$ cat config.mk
export PLATFORM = sky130hd
export DESIGN_NAME = dcache_peek
export DESIGN_NICKNAME = d
export VERILOG_FILES = /design/src/inc/dcache_peek_pkg.sv /design/src/dcache_peek.sv
export SDC_FILE = /design/constraint.sdc
export NUM_CORES = 1
export LEC_CHECK = 0
export BUFFER_PORTS_ARGS = -buffer_cell sky130_fd_sc_hd__buf_4
export CAP_MARGIN = 20
export CORE_MARGIN = 5
export CORE_UTILIZATION = 46
export CTS_BUF_LIST = sky130_fd_sc_hd__clkbuf_2
export DETAILED_ROUTE_END_ITERATION = 12
export GPL_ROUTABILITY_DRIVEN = 0
export GPL_TIMING_DRIVEN = 0
export PLACE_DENSITY = 0.92
export RECOVER_POWER = 100
export REMOVE_ABC_BUFFERS = 1
export SYNTH_ARGS = -nofsm -noshare
export SYNTH_HDL_FRONTEND = slang
export SYNTH_SLANG_ARGS = --single-unit
$ cat constraint.sdc
create_clock -name CLK -period 5.02 [get_ports CLK]
set_input_delay 0.251 -clock CLK [delete_from_list [all_inputs] [get_ports CLK]]
set_output_delay 0.251 -clock CLK [all_outputs]
set_load 0.01 [all_outputs]
$ cat src/inc/dcache_peek_pkg.sv
// Constants and types shared by the data cache status and tag readout unit
package dcache_peek_pkg;
    localparam int DATA_W        = 32;
    localparam int MOD_W         = 9;
    localparam int SET_LO        = 6;
    localparam int SET_HI        = 10;
    localparam int SET_W         = 5;
    localparam int ELEM_LO       = 11;
    localparam int ELEM_HI       = 13;
    localparam int ELEM_W        = 3;
    localparam int REPL_W        = 10;
    localparam int DIRTY_W       = 8;
    localparam int TAG_W         = 22;
    localparam int STATUS_STALLS = 2;
    localparam logic [1:0] STALL_LAST = 2'h2;

    typedef enum logic [2:0] {
        ST_IDLE  = 3'b001,
        ST_STALL = 3'b010,
        ST_DONE  = 3'b100
    } peek_state_t;
endpackage

$ cat src/dcache_peek.sv
// Data cache status and tag readout unit for the processor pipeline
`timescale 1ns/1ps

// How it works
// - A status read adds the modifier to the first source operand and picks the set from sum bits 10..6.
// - A status result holds replacement-order bits in 9..0, dirty bits in 17..10 and zero in 31..18.
// - A status read stalls the issuing pipeline for two cycles and writes back three cycles after issue.
// - Each read uses the tag and status copy of the cache port tied to the issuing slot.
// - A tag read picks the set from sum bits 10..6 and the element from sum bits 13..11.
// - A tag result holds the block's address tag in 21..0 and zero in 31..22.
// - A tag read inserts no stall cycles.
// - With a guard present, the destination is written only when the guard's least significant bit is 1.
module dcache_peek (
    input  wire logic                                 CLK,
    input  wire logic                                 RST_N,
    input  wire logic                                 STATUS_REQ,
    input  wire logic                                 TAG_REQ,
    input  wire logic                                 REQ_PORT,
    input  wire logic [dcache_peek_pkg::DATA_W-1:0]   FIRST_SOURCE_OPERAND,
    input  wire logic [dcache_peek_pkg::MOD_W-1:0]    MODIFIER,
    input  wire logic                                 GUARD_PRESENT,
    input  wire logic [dcache_peek_pkg::DATA_W-1:0]   GUARD_VALUE,
    output logic                                      P0_SET_EN,
    output logic [dcache_peek_pkg::SET_W-1:0]         P0_SET,
    output logic [dcache_peek_pkg::ELEM_W-1:0]        P0_ELEM,
    input  wire logic [dcache_peek_pkg::REPL_W-1:0]   P0_REPL,
    input  wire logic [dcache_peek_pkg::DIRTY_W-1:0]  P0_DIRTY,
    input  wire logic [dcache_peek_pkg::TAG_W-1:0]    P0_TAG,
    output logic                                      P1_SET_EN,
    output logic [dcache_peek_pkg::SET_W-1:0]         P1_SET,
    output logic [dcache_peek_pkg::ELEM_W-1:0]        P1_ELEM,
    input  wire logic [dcache_peek_pkg::REPL_W-1:0]   P1_REPL,
    input  wire logic [dcache_peek_pkg::DIRTY_W-1:0]  P1_DIRTY,
    input  wire logic [dcache_peek_pkg::TAG_W-1:0]    P1_TAG,
    output logic                                      STALL,
    output logic                                      DEST_WE,
    output logic [dcache_peek_pkg::DATA_W-1:0]        DEST_DATA
);

    // ------------------------------------------------------------
    // State
    // ------------------------------------------------------------
    typedef struct packed {
        dcache_peek_pkg::peek_state_t             state;
        logic [1:0]                               cnt;
        logic                                     port;
        logic                                     enable;
        logic [dcache_peek_pkg::SET_W-1:0]        set;
        logic                                     we;
        logic [dcache_peek_pkg::DATA_W-1:0]       data;
    } peek_regs_t;

    peek_regs_t r;
    peek_regs_t next_r;

    logic [dcache_peek_pkg::DATA_W-1:0] addr;
    logic                               enable_now;
    logic [dcache_peek_pkg::TAG_W-1:0]  tag_sel;
    logic [dcache_peek_pkg::REPL_W-1:0] repl_sel;
    logic [dcache_peek_pkg::DIRTY_W-1:0] dirty_sel;
    logic                               busy;

    // ------------------------------------------------------------
    // Address and array lookup
    // ------------------------------------------------------------
    // Modifier is sign-extended before the add
    assign addr = FIRST_SOURCE_OPERAND
                + {{(dcache_peek_pkg::DATA_W - dcache_peek_pkg::MOD_W){MODIFIER[dcache_peek_pkg::MOD_W-1]}},
                   MODIFIER};
    assign enable_now = !GUARD_PRESENT || GUARD_VALUE[0];
    assign busy       = (r.state != dcache_peek_pkg::ST_IDLE);

    // ------------------------------------------------------------
    // Issue decode
    // ------------------------------------------------------------
    logic                                 issuing;
    logic                                 status_issue;
    logic                                 tag_issue;

    // Status wins when both requests arrive in the same idle cycle
    assign issuing      = !busy && (TAG_REQ || STATUS_REQ);
    assign status_issue = !busy && STATUS_REQ;
    assign tag_issue    = !busy && !STATUS_REQ && TAG_REQ;

    // ------------------------------------------------------------
    // Per-port array access
    // ------------------------------------------------------------
    // Arrays are addressed combinationally while a tag read issues, and held during a status read
    logic                                 port_en    [2];
    logic [dcache_peek_pkg::SET_W-1:0]    port_set   [2];
    logic [dcache_peek_pkg::ELEM_W-1:0]   port_elem  [2];
    logic [dcache_peek_pkg::TAG_W-1:0]    port_tag   [2];
    logic [dcache_peek_pkg::REPL_W-1:0]   port_repl  [2];
    logic [dcache_peek_pkg::DIRTY_W-1:0]  port_dirty [2];

    genvar g;
    // One copy of the lookup per cache port
    generate
        for (g = 0; g < 2; g = g + 1) begin : g_port
            logic mine_busy;
            logic mine_issue;

            assign mine_busy    = busy && (r.port == 1'(g));
            assign mine_issue   = issuing && (REQ_PORT == 1'(g));
            assign port_en[g]   = mine_busy || mine_issue;
            assign port_set[g]  = issuing ? addr[dcache_peek_pkg::SET_HI:dcache_peek_pkg::SET_LO] : r.set;
            assign port_elem[g] = addr[dcache_peek_pkg::ELEM_HI:dcache_peek_pkg::ELEM_LO];
        end
    endgenerate

    assign P0_SET_EN = port_en[0];
    assign P1_SET_EN = port_en[1];
    assign P0_SET    = port_set[0];
    assign P1_SET    = port_set[1];
    assign P0_ELEM   = port_elem[0];
    assign P1_ELEM   = port_elem[1];

    assign port_tag[0]   = P0_TAG;
    assign port_tag[1]   = P1_TAG;
    assign port_repl[0]  = P0_REPL;
    assign port_repl[1]  = P1_REPL;
    assign port_dirty[0] = P0_DIRTY;
    assign port_dirty[1] = P1_DIRTY;

    // Tag comes from the issuing port; status from the port latched at issue
    assign tag_sel   = port_tag[REQ_PORT];
    assign repl_sel  = port_repl[r.port];
    assign dirty_sel = port_dirty[r.port];

    // ------------------------------------------------------------
    // Result words
    // ------------------------------------------------------------
    logic [dcache_peek_pkg::DATA_W-1:0]   status_word;
    logic [dcache_peek_pkg::DATA_W-1:0]   tag_word;

    assign status_word = {{(dcache_peek_pkg::DATA_W - dcache_peek_pkg::REPL_W
                            - dcache_peek_pkg::DIRTY_W){1'b0}},
                          dirty_sel, repl_sel};
    assign tag_word    = {{(dcache_peek_pkg::DATA_W - dcache_peek_pkg::TAG_W){1'b0}},
                          tag_sel};

    // ------------------------------------------------------------
    // Sequencer
    // ------------------------------------------------------------
    always_comb begin
        next_r    = r;
        next_r.we = 1'b0;

        case (r.state)
            dcache_peek_pkg::ST_IDLE: begin
                next_r.cnt = 2'h0;
                if (status_issue) begin
                    next_r.state  = dcache_peek_pkg::ST_STALL;
                    next_r.cnt    = 2'h1;
                    next_r.port   = REQ_PORT;
                    next_r.enable = enable_now;
                    next_r.set    = addr[dcache_peek_pkg::SET_HI:dcache_peek_pkg::SET_LO];
                end else if (tag_issue) begin
                    next_r.we = enable_now;
                    if (enable_now) begin
                        next_r.data = tag_word;
                    end
                end
            end

            dcache_peek_pkg::ST_STALL: begin
                if (r.cnt == dcache_peek_pkg::STALL_LAST) begin
                    // Capture on the last stall edge so the write lands three cycles after issue
                    next_r.state = dcache_peek_pkg::ST_DONE;
                    next_r.we    = r.enable;
                    if (r.enable) begin
                        next_r.data = status_word;
                    end
                end else begin
                    next_r.cnt = r.cnt + 2'h1;
                end
            end

            dcache_peek_pkg::ST_DONE: begin
                // Write-back cycle; requests offered here are dropped
                next_r.state = dcache_peek_pkg::ST_IDLE;
                next_r.cnt   = 2'h0;
            end

            default: begin
                next_r.state = dcache_peek_pkg::ST_IDLE;
                next_r.cnt   = 2'h0;
            end
        endcase
    end

    // ------------------------------------------------------------
    // Registers
    // ------------------------------------------------------------
    // Whole state is one struct so reset and update cannot drift apart
    always_ff @(posedge CLK or negedge RST_N) begin
        if (!RST_N) begin
            r.state  <= dcache_peek_pkg::ST_IDLE;
            r.cnt    <= 2'h0;
            r.port   <= 1'b0;
            r.enable <= 1'b0;
            r.set    <= '0;
            r.we     <= 1'b0;
            r.data   <= '0;
        end else begin
            r <= next_r;
        end
    end

    // ------------------------------------------------------------
    // Outputs
    // ------------------------------------------------------------
    // Stall is a pure state decode so the pipeline sees exactly two cycles
    assign STALL     = (r.state == dcache_peek_pkg::ST_STALL);

    // Write strobe and data both come straight from flops
    assign DEST_WE   = r.we;
    assign DEST_DATA = r.data;

endmodule

==> results.json, run 1 <==
{
  "grt_first_pass_wirelength_um": 12300,
  "antenna_found_initial": 0,
  "timing.rr.start": "r[42]",
  "diodes": 0,
  "syn-cell-area_um2": 2910,
  "cap_viol_max_count": 1,
  "fin_crit_sh_pct": 56.0,
  "numCtsBuffers": 5,
  "rr_endpoint": "DEST_DATA[7]",
  "grt_max_degree": 36,
  "die_area_um2": 8020,
  "regToRegSetupSlack_ns": 2.21,
  "worst_slew_pin_slew_ns": 1.86,
  "yosysWarnings": 0,
  "io_pins": 211,
  "critPathArrivalTime_ns": 3.08,
  "synth_cell_type_count": 50,
  "grt-ovfl-total": 0,
  "grt_use_total_pct": 19.8,
  "synth_flop_cell": "dfrtp_1",
  "wirelength_um": 8410,
  "clk_pin_slew_worst_paths_ns": 0.22,
  "ys_seq_area_share_pct": 30.1,
  "setup_tns_ns": 0,
  "drv_slew": 36,
  "endpoint": "DEST_DATA[7]",
  "setup_viol_count_final": 0,
  "leakage_uw": 0.00190,
  "status": "complete, but fails checks",
  "worstSetupEndpointType": "flop",
  "min-delay-path-class": "in2reg",
  "routedWlPerCell_um": 17.2,
  "avgViaCountPerCell": 5.51,
  "cp.required_ns": 5.29,
  "cts_resized": 0,
  "clock_latency_ns": 0.40,
  "relSlewSlack_pct": -24.0,
  "die_h_um": 89.5,
  "crit_fanout": 27,
  "finClkSkew_ns": 0.0371,
  "cts_tree": "yes",
  "place_inst": 480,
  "final_antenna_net_count": 0,
  "fin_util_pct": 59.1,
  "via_count": 2698,
  "p_total_uw": 1320,
  "cts.htree.levels": 2,
  "ys_ff_latch": 35,
  "drive_gt1_share_pct": 29.5,
  "worstRegToRegCells": 4,
  "fmax_mhz": 355,
  "fin_nets": 584,
  "first_pass_iters": 4,
  "period_minus_slack_ns": 2.81,
  "start_util_pct": 46.6,
  "fin_hold_ws_ns": 0.187,
  "drc": 0,
  "syn_inst": 298,
  "vdd_drop_max_v": 0.000180,
  "synthArstFlopShare_pct": 100,
  "critPathKind": "reg2reg",
  "num_rows": 29,
  "instances_no_fill": 490,
  "synth_edf_count": 0,
  "finalHoldViolCount": 0,
  "areaGrowthSynthToFinish_pct": 26.7,
  "cp-start-kind": "flop",
  "coreArea_um2": 6240,
  "syn_area_per_cell_um2": 9.77,
  "clockBufferDepth": 2,
  "cts_sinks": 35,
  "portBuffers": 151,
  "violations": "max-capacitance violations, max-slew violations",
  "drtIter0Drc": 85,
  "root_buffer": "clkbuf_2",
  "p_per_area_nw_per_um2": 359,
  "rsz0062_at_grt": "false",
  "hpwl_um": 6730,
  "crit_path_start": "r[42]",
  "grt_pass1_vias": 2716,
  "die_x_um": 89.5
}
-- through the flow --
stage	setup WS, ns	instance area, µm²
final	2.21	3690
after global routing	1.83	3690
after floorplan	2.83	2550
after global placement	2.44	3780
after CTS	2.38	3900
after detailed placement	2.41	3780
-- sequential cells by signal (all words and copies together) (netlist names) --
register,count
DEST_DATA,22
DEST_WE,1
r,12
-- layer usage --
| metal | GRT usage [%] | wire length, µm | vias to the layer above |
|---|---|---|---|
| li1 | - | - | 1265 |
| met1 | 20.7 | 3010 | 1268 |
| met2 | 37.1 | 4290 | 147 |
| met3 | 6.08 | 925 | 18 |
| met4 | 6.63 | 189 | 0 |
| met5 | 0 | 0 | - |
-- synth_stat cells (2+ instances only) --
cell | instances | area share [%]
a21oi_1 | 10 | 1.7
o21a_1 | 3 | 0.77
o31ai_1 | 8 | 2.1
xnor2_1 | 2 | 0.60
a31oi_1 | 2 | 0.43
o21ai_0 | 10 | 1.7
clkbuf_1 | 4 | 0.52
and3b_1 | 2 | 0.60
o22ai_1 | 18 | 3.9
a22o_1 | 2 | 0.60
nor2_1 | 8 | 1.0
mux2i_1 | 41 | 14
mux2_4 | 11 | 5.7
ha_1 | 13 | 5.6
nor2b_1 | 2 | 0.43
buf_1 | 3 | 0.39
a311oi_1 | 2 | 0.60
dfrtp_1 | 34 | 29
inv_1 | 4 | 0.52
xor2_1 | 3 | 0.90
mux2_1 | 7 | 2.7
nand2_1 | 25 | 3.2
nand3_1 | 2 | 0.34
buf_2 | 3 | 0.52
a21o_1 | 3 | 0.77
o211ai_1 | 2 | 0.52
buf_4 | 43 | 11
or3_1 | 2 | 0.43
o21ai_1 | 4 | 0.69
nor3_1 | 5 | 0.86
-- logic make-up after synthesis --
kind of cell,share of synthesized area (%)
other,0.129
muxes,22.9
adders and majority gates,5.59
and+or+nand+nor,9.33
buffers and inverters,14.4
xor gates and xnor gates,1.51
AOI/OAI and AO/OA,16.1
DFF,30.1
-- area by class of cell --
cell class / count / area (µm²)
clock buffers: 5 / 25.0
clock inverters: 3 / 67.6
fillers: 556 / 2550
inverters: 6 / 27.5
multi-input cells: 211 / 1590
flip-flops and latches: 35 / 877
well taps: 77 / 96.3
repair buffers: 153 / 1000
-- how the worst min path moves through the flow --
stage                          start            end  slack [ns]  depth (start not counted)
after floorplan                RST_N   DEST_DATA[0]       -0.04                          0
after global placement         RST_N   DEST_DATA[4]        0.22                          1
after detailed placement       RST_N  DEST_DATA[11]        0.23                          1
after CTS                 P0_TAG[20]  DEST_DATA[20]        0.18                          3
after global routing      P0_TAG[20]  DEST_DATA[20]        0.16                          3
final                     P0_TAG[20]  DEST_DATA[20]        0.19                          3
-- worst max-delay path: stages, from the launching register on --
cell,delay (ns)
dfstp_1,0.57
nor3b_1,0.42
nand3b_1,0.81
a2bb2oi_4,0.54
mux2_1,0.38
-- power by group --
part / internal (µW) / switching (µW) / total, µW
clock: 134 / 98.8 / 233
sequential: 373 / 91.7 / 465
combinational: 289 / 336 / 625
-- cell usage in the layout, fill, tap and decap left out, types with 2 or more instances in the layout --
master and instances:
buf_4 111, mux2i_1 41, clkbuf_1 40, dfrtp_1 34, nand2_1 26, o22ai_1 18, mux2_1 18, o21ai_0 14
ha_1 13, a21oi_1 10, conb_1 10, o31ai_1 8, nor2_1 8, nor3_1 5, inv_1 5, clkbuf_2 5
xor2_1 3, o21a_1 3, a21o_1 3, a311oi_1 2, o211ai_1 2, and3b_1 2, a31oi_1 2, nor2b_1 2
nand3_1 2, xnor2_1 2, or3_1 2, a22o_1 2, bufinv_16 2, dlygate4sd3_1 2
-- timing repair --
| item | in CTS | in global routing |
|---|---|---|
| endpoints found under the hold margin | 35 | 0 |
| setup buffers | 0 | 0 |
| hold buffers | 2 | 0 |
Note: power is estimated with default switching activity, not from simulation.
==> run 2: changes to the inputs <==
--- a/config.mk
+++ b/config.mk
@@ -8,12 +8,12 @@
 export BUFFER_PORTS_ARGS = -buffer_cell sky130_fd_sc_hd__buf_4
 export CAP_MARGIN = 20
 export CORE_MARGIN = 5
-export CORE_UTILIZATION = 46
+export CORE_UTILIZATION = 38
 export CTS_BUF_LIST = sky130_fd_sc_hd__clkbuf_2
 export DETAILED_ROUTE_END_ITERATION = 12
 export GPL_ROUTABILITY_DRIVEN = 0
 export GPL_TIMING_DRIVEN = 0
-export PLACE_DENSITY = 0.92
+export PLACE_DENSITY = 0.82
 export RECOVER_POWER = 100
 export REMOVE_ABC_BUFFERS = 1
 export SYNTH_ARGS = -nofsm -noshare
==> constraint.sdc (replaced) <==
create_clock -name CLK -period 2.5 [get_ports CLK]
set_input_delay 0.125 -clock CLK [delete_from_list [all_inputs] [get_ports CLK]]
set_output_delay 0.125 -clock CLK [all_outputs]
set_load 0.01 [all_outputs]
==> run 2 against run 1 <==
The run still ends with max-capacitance violations, max-slew violations left. Clock power grew 11%. Via count decreased by 0.19%. Die area rose by 19%. Clock skew decreased by 0.026 ns. First-iteration DRC count shrank 45%. Global-route usage is 2.7 points lower. Sequential cell count is the same. Wire length rose by 2.7%. Largest cell class unchanged.
==> results.json, run 2 (synthesis results as in run 1) <==
{
  "status": "complete, but fails checks",
  "violations": "max-capacitance violations, max-slew violations",
  "die_h_um": 97.5,
  "largest_reg_flops": 22,
  "period_minus_slack_ns": 2.31,
  "min-delay-path-class": "in2reg",
  "grt_pass1_vias": 2911,
  "die_area_um2": 9510,
  "drtIter0Drc": 47,
  "cts_sinks": 35,
  "worstRegToRegCells": 6,
  "start_util_pct": 38.3,
  "finalHoldViolCount": 0,
  "final_antenna_net_count": 0,
  "drv_slew": 36,
  "finClkSkew_ns": 0.0113,
  "critPathArrivalTime_ns": 2.18,
  "routedWlPerCell_um": 16.6,
  "fin_util_pct": 49.3,
  "portBuffers": 151,
  "clk_pin_slew_worst_paths_ns": 0.17,
  "hpwl_um": 6320,
  "first_pass_iters": 4,
  "cp.required_ns": 2.38,
  "clockBufferDepth": 2,
  "wl_met1_um": 3470,
  "num_rows": 32,
  "worstSetupEndpointType": "output pin",
  "diodes": 0,
  "regToRegSetupSlack_ns": 0.25,
  "p_per_area_nw_per_um2": 683,
  "antenna_found_initial": 0,
  "place_inst": 505,
  "worst_hold_path.num_cells": 3,
  "grt_max_degree": 36,
  "grt_use_total_pct": 17.1,
  "rr_endpoint": "DEST_DATA[12]",
  "coreArea_um2": 7610,
  "avgViaCountPerCell": 5.19,
  "clock_latency_ns": 0.36,
  "dr.max_layer_used": "met4",
  "wirelength_um": 8640,
  "worst_slew_pin_slew_ns": 1.84,
  "final_cell_mix": "buf_4 (112), mux2i_1 (41), clkbuf_1 (40)",
  "numCtsBuffers": 5,
  "cts.htree.levels": 2,
  "dp_worst_setup_slack_ns": -0.216,
  "cp-start-kind": "input pin",
  "die_x_um": 97.5,
  "fin_crit_sh_pct": 92.3,
  "met3_length_um": 687,
  "final_common_cell": "buf_4",
  "crit_fanout": 4,
  "setup_tns_ns": 0,
  "setup_viol_count_final": 0,
  "instances_no_fill": 519,
  "areaGrowthSynthToFinish_pct": 28.8,
  "rsz0062_at_grt": "false",
  "grt-ovfl-total": 0,
  "layout_setup_ws_ns": 0.191,
  "hold_path_startpoint": "P0_TAG[20]",
  "relSlewSlack_pct": -23.0,
  "cap_viol_max_count": 1,
  "root_buffer": "clkbuf_2",
  "leakage_uw": 0.00193,
  "drc": 0,
  "cts_tree": "yes",
  "vdd_drop_max_v": 0.000337,
  "critPathKind": "in2out",
  "drive_gt1_share_pct": 31.2,
  "timing.rr.start": "r[42]",
  "via_count": 2693,
  "fmax_mhz": 433,
  "wl_met2_um": 4350,
  "io_pins": 211,
  "fin_nets": 588,
  "nFillCells": 754,
  "grt_first_pass_wirelength_um": 13500,
  "hold_path_end": "DEST_DATA[20]"
}
run 2: layer usage:
layer | GRT usage, % | vias up
met1 | 18.5 | 1265
met4 | 5.22 | 0
met3 | 5.03 | 12
met5 | 0 | -
li1 | - | 1277
met2 | 31.7 | 139
run 2: critical path: stages:
cell and delay [ns]:
buf_4 0.11, ha_1 0.27, a311oi_1 0.11, nor4b_1 0.54
a21o_1 0.30, and3b_1 0.20, a311oi_1 0.33, clkbuf_1 0.19
run 2: worst max-delay path by stage:
stage / start / endpoint / cells after the start
after floorplan: r[42] / DEST_DATA[0] / 4
after global placement: r[42] / DEST_DATA[6] / 4
after detailed placement: r[42] / DEST_DATA[4] / 4
after CTS: r[42] / P0_SET[3] / 4
after global routing: FIRST_SOURCE_OPERAND[5] / P1_ELEM[2] / 8
final: FIRST_SOURCE_OPERAND[1] / P1_ELEM[2] / 8
run 2: area by class of cell:
cell class	count	area (µm²)	area share, %
clock buffer	7	35.0	0.934
clock inverter	1	5.00	0.133
inverter	6	27.5	0.734
multi-input combinational	213	1640	43.7
sequential	35	877	23.4
tap	102	128	3.40
timing repair buffer	155	1040	27.7
run 2: repair_timing:
action	CTS	global route
gates resized for setup	1	2
pin swaps	1	1
buffers inserted	1	0
endpoints found under the hold margin	36	0
endpoints found under the setup margin	22	18
cloned	1	1
hold buffers	2	0
run 2: metrics by stage:
stage	hold WS [ns]	power [µW]	area, µm²
finish	0.0917	2560	3750
global route	0.0748	2770	3750
CTS	0.0554	2770	3890
detailed placement	0.107	2470	3810
global placement	0.0991	2410	3810
floorplan	-0.171	1720	2550
run 2: power breakdown:
part	internal (µW)	switching [µW]
Combinational	640	766
Clock	76.6	182
Sequential	753	145
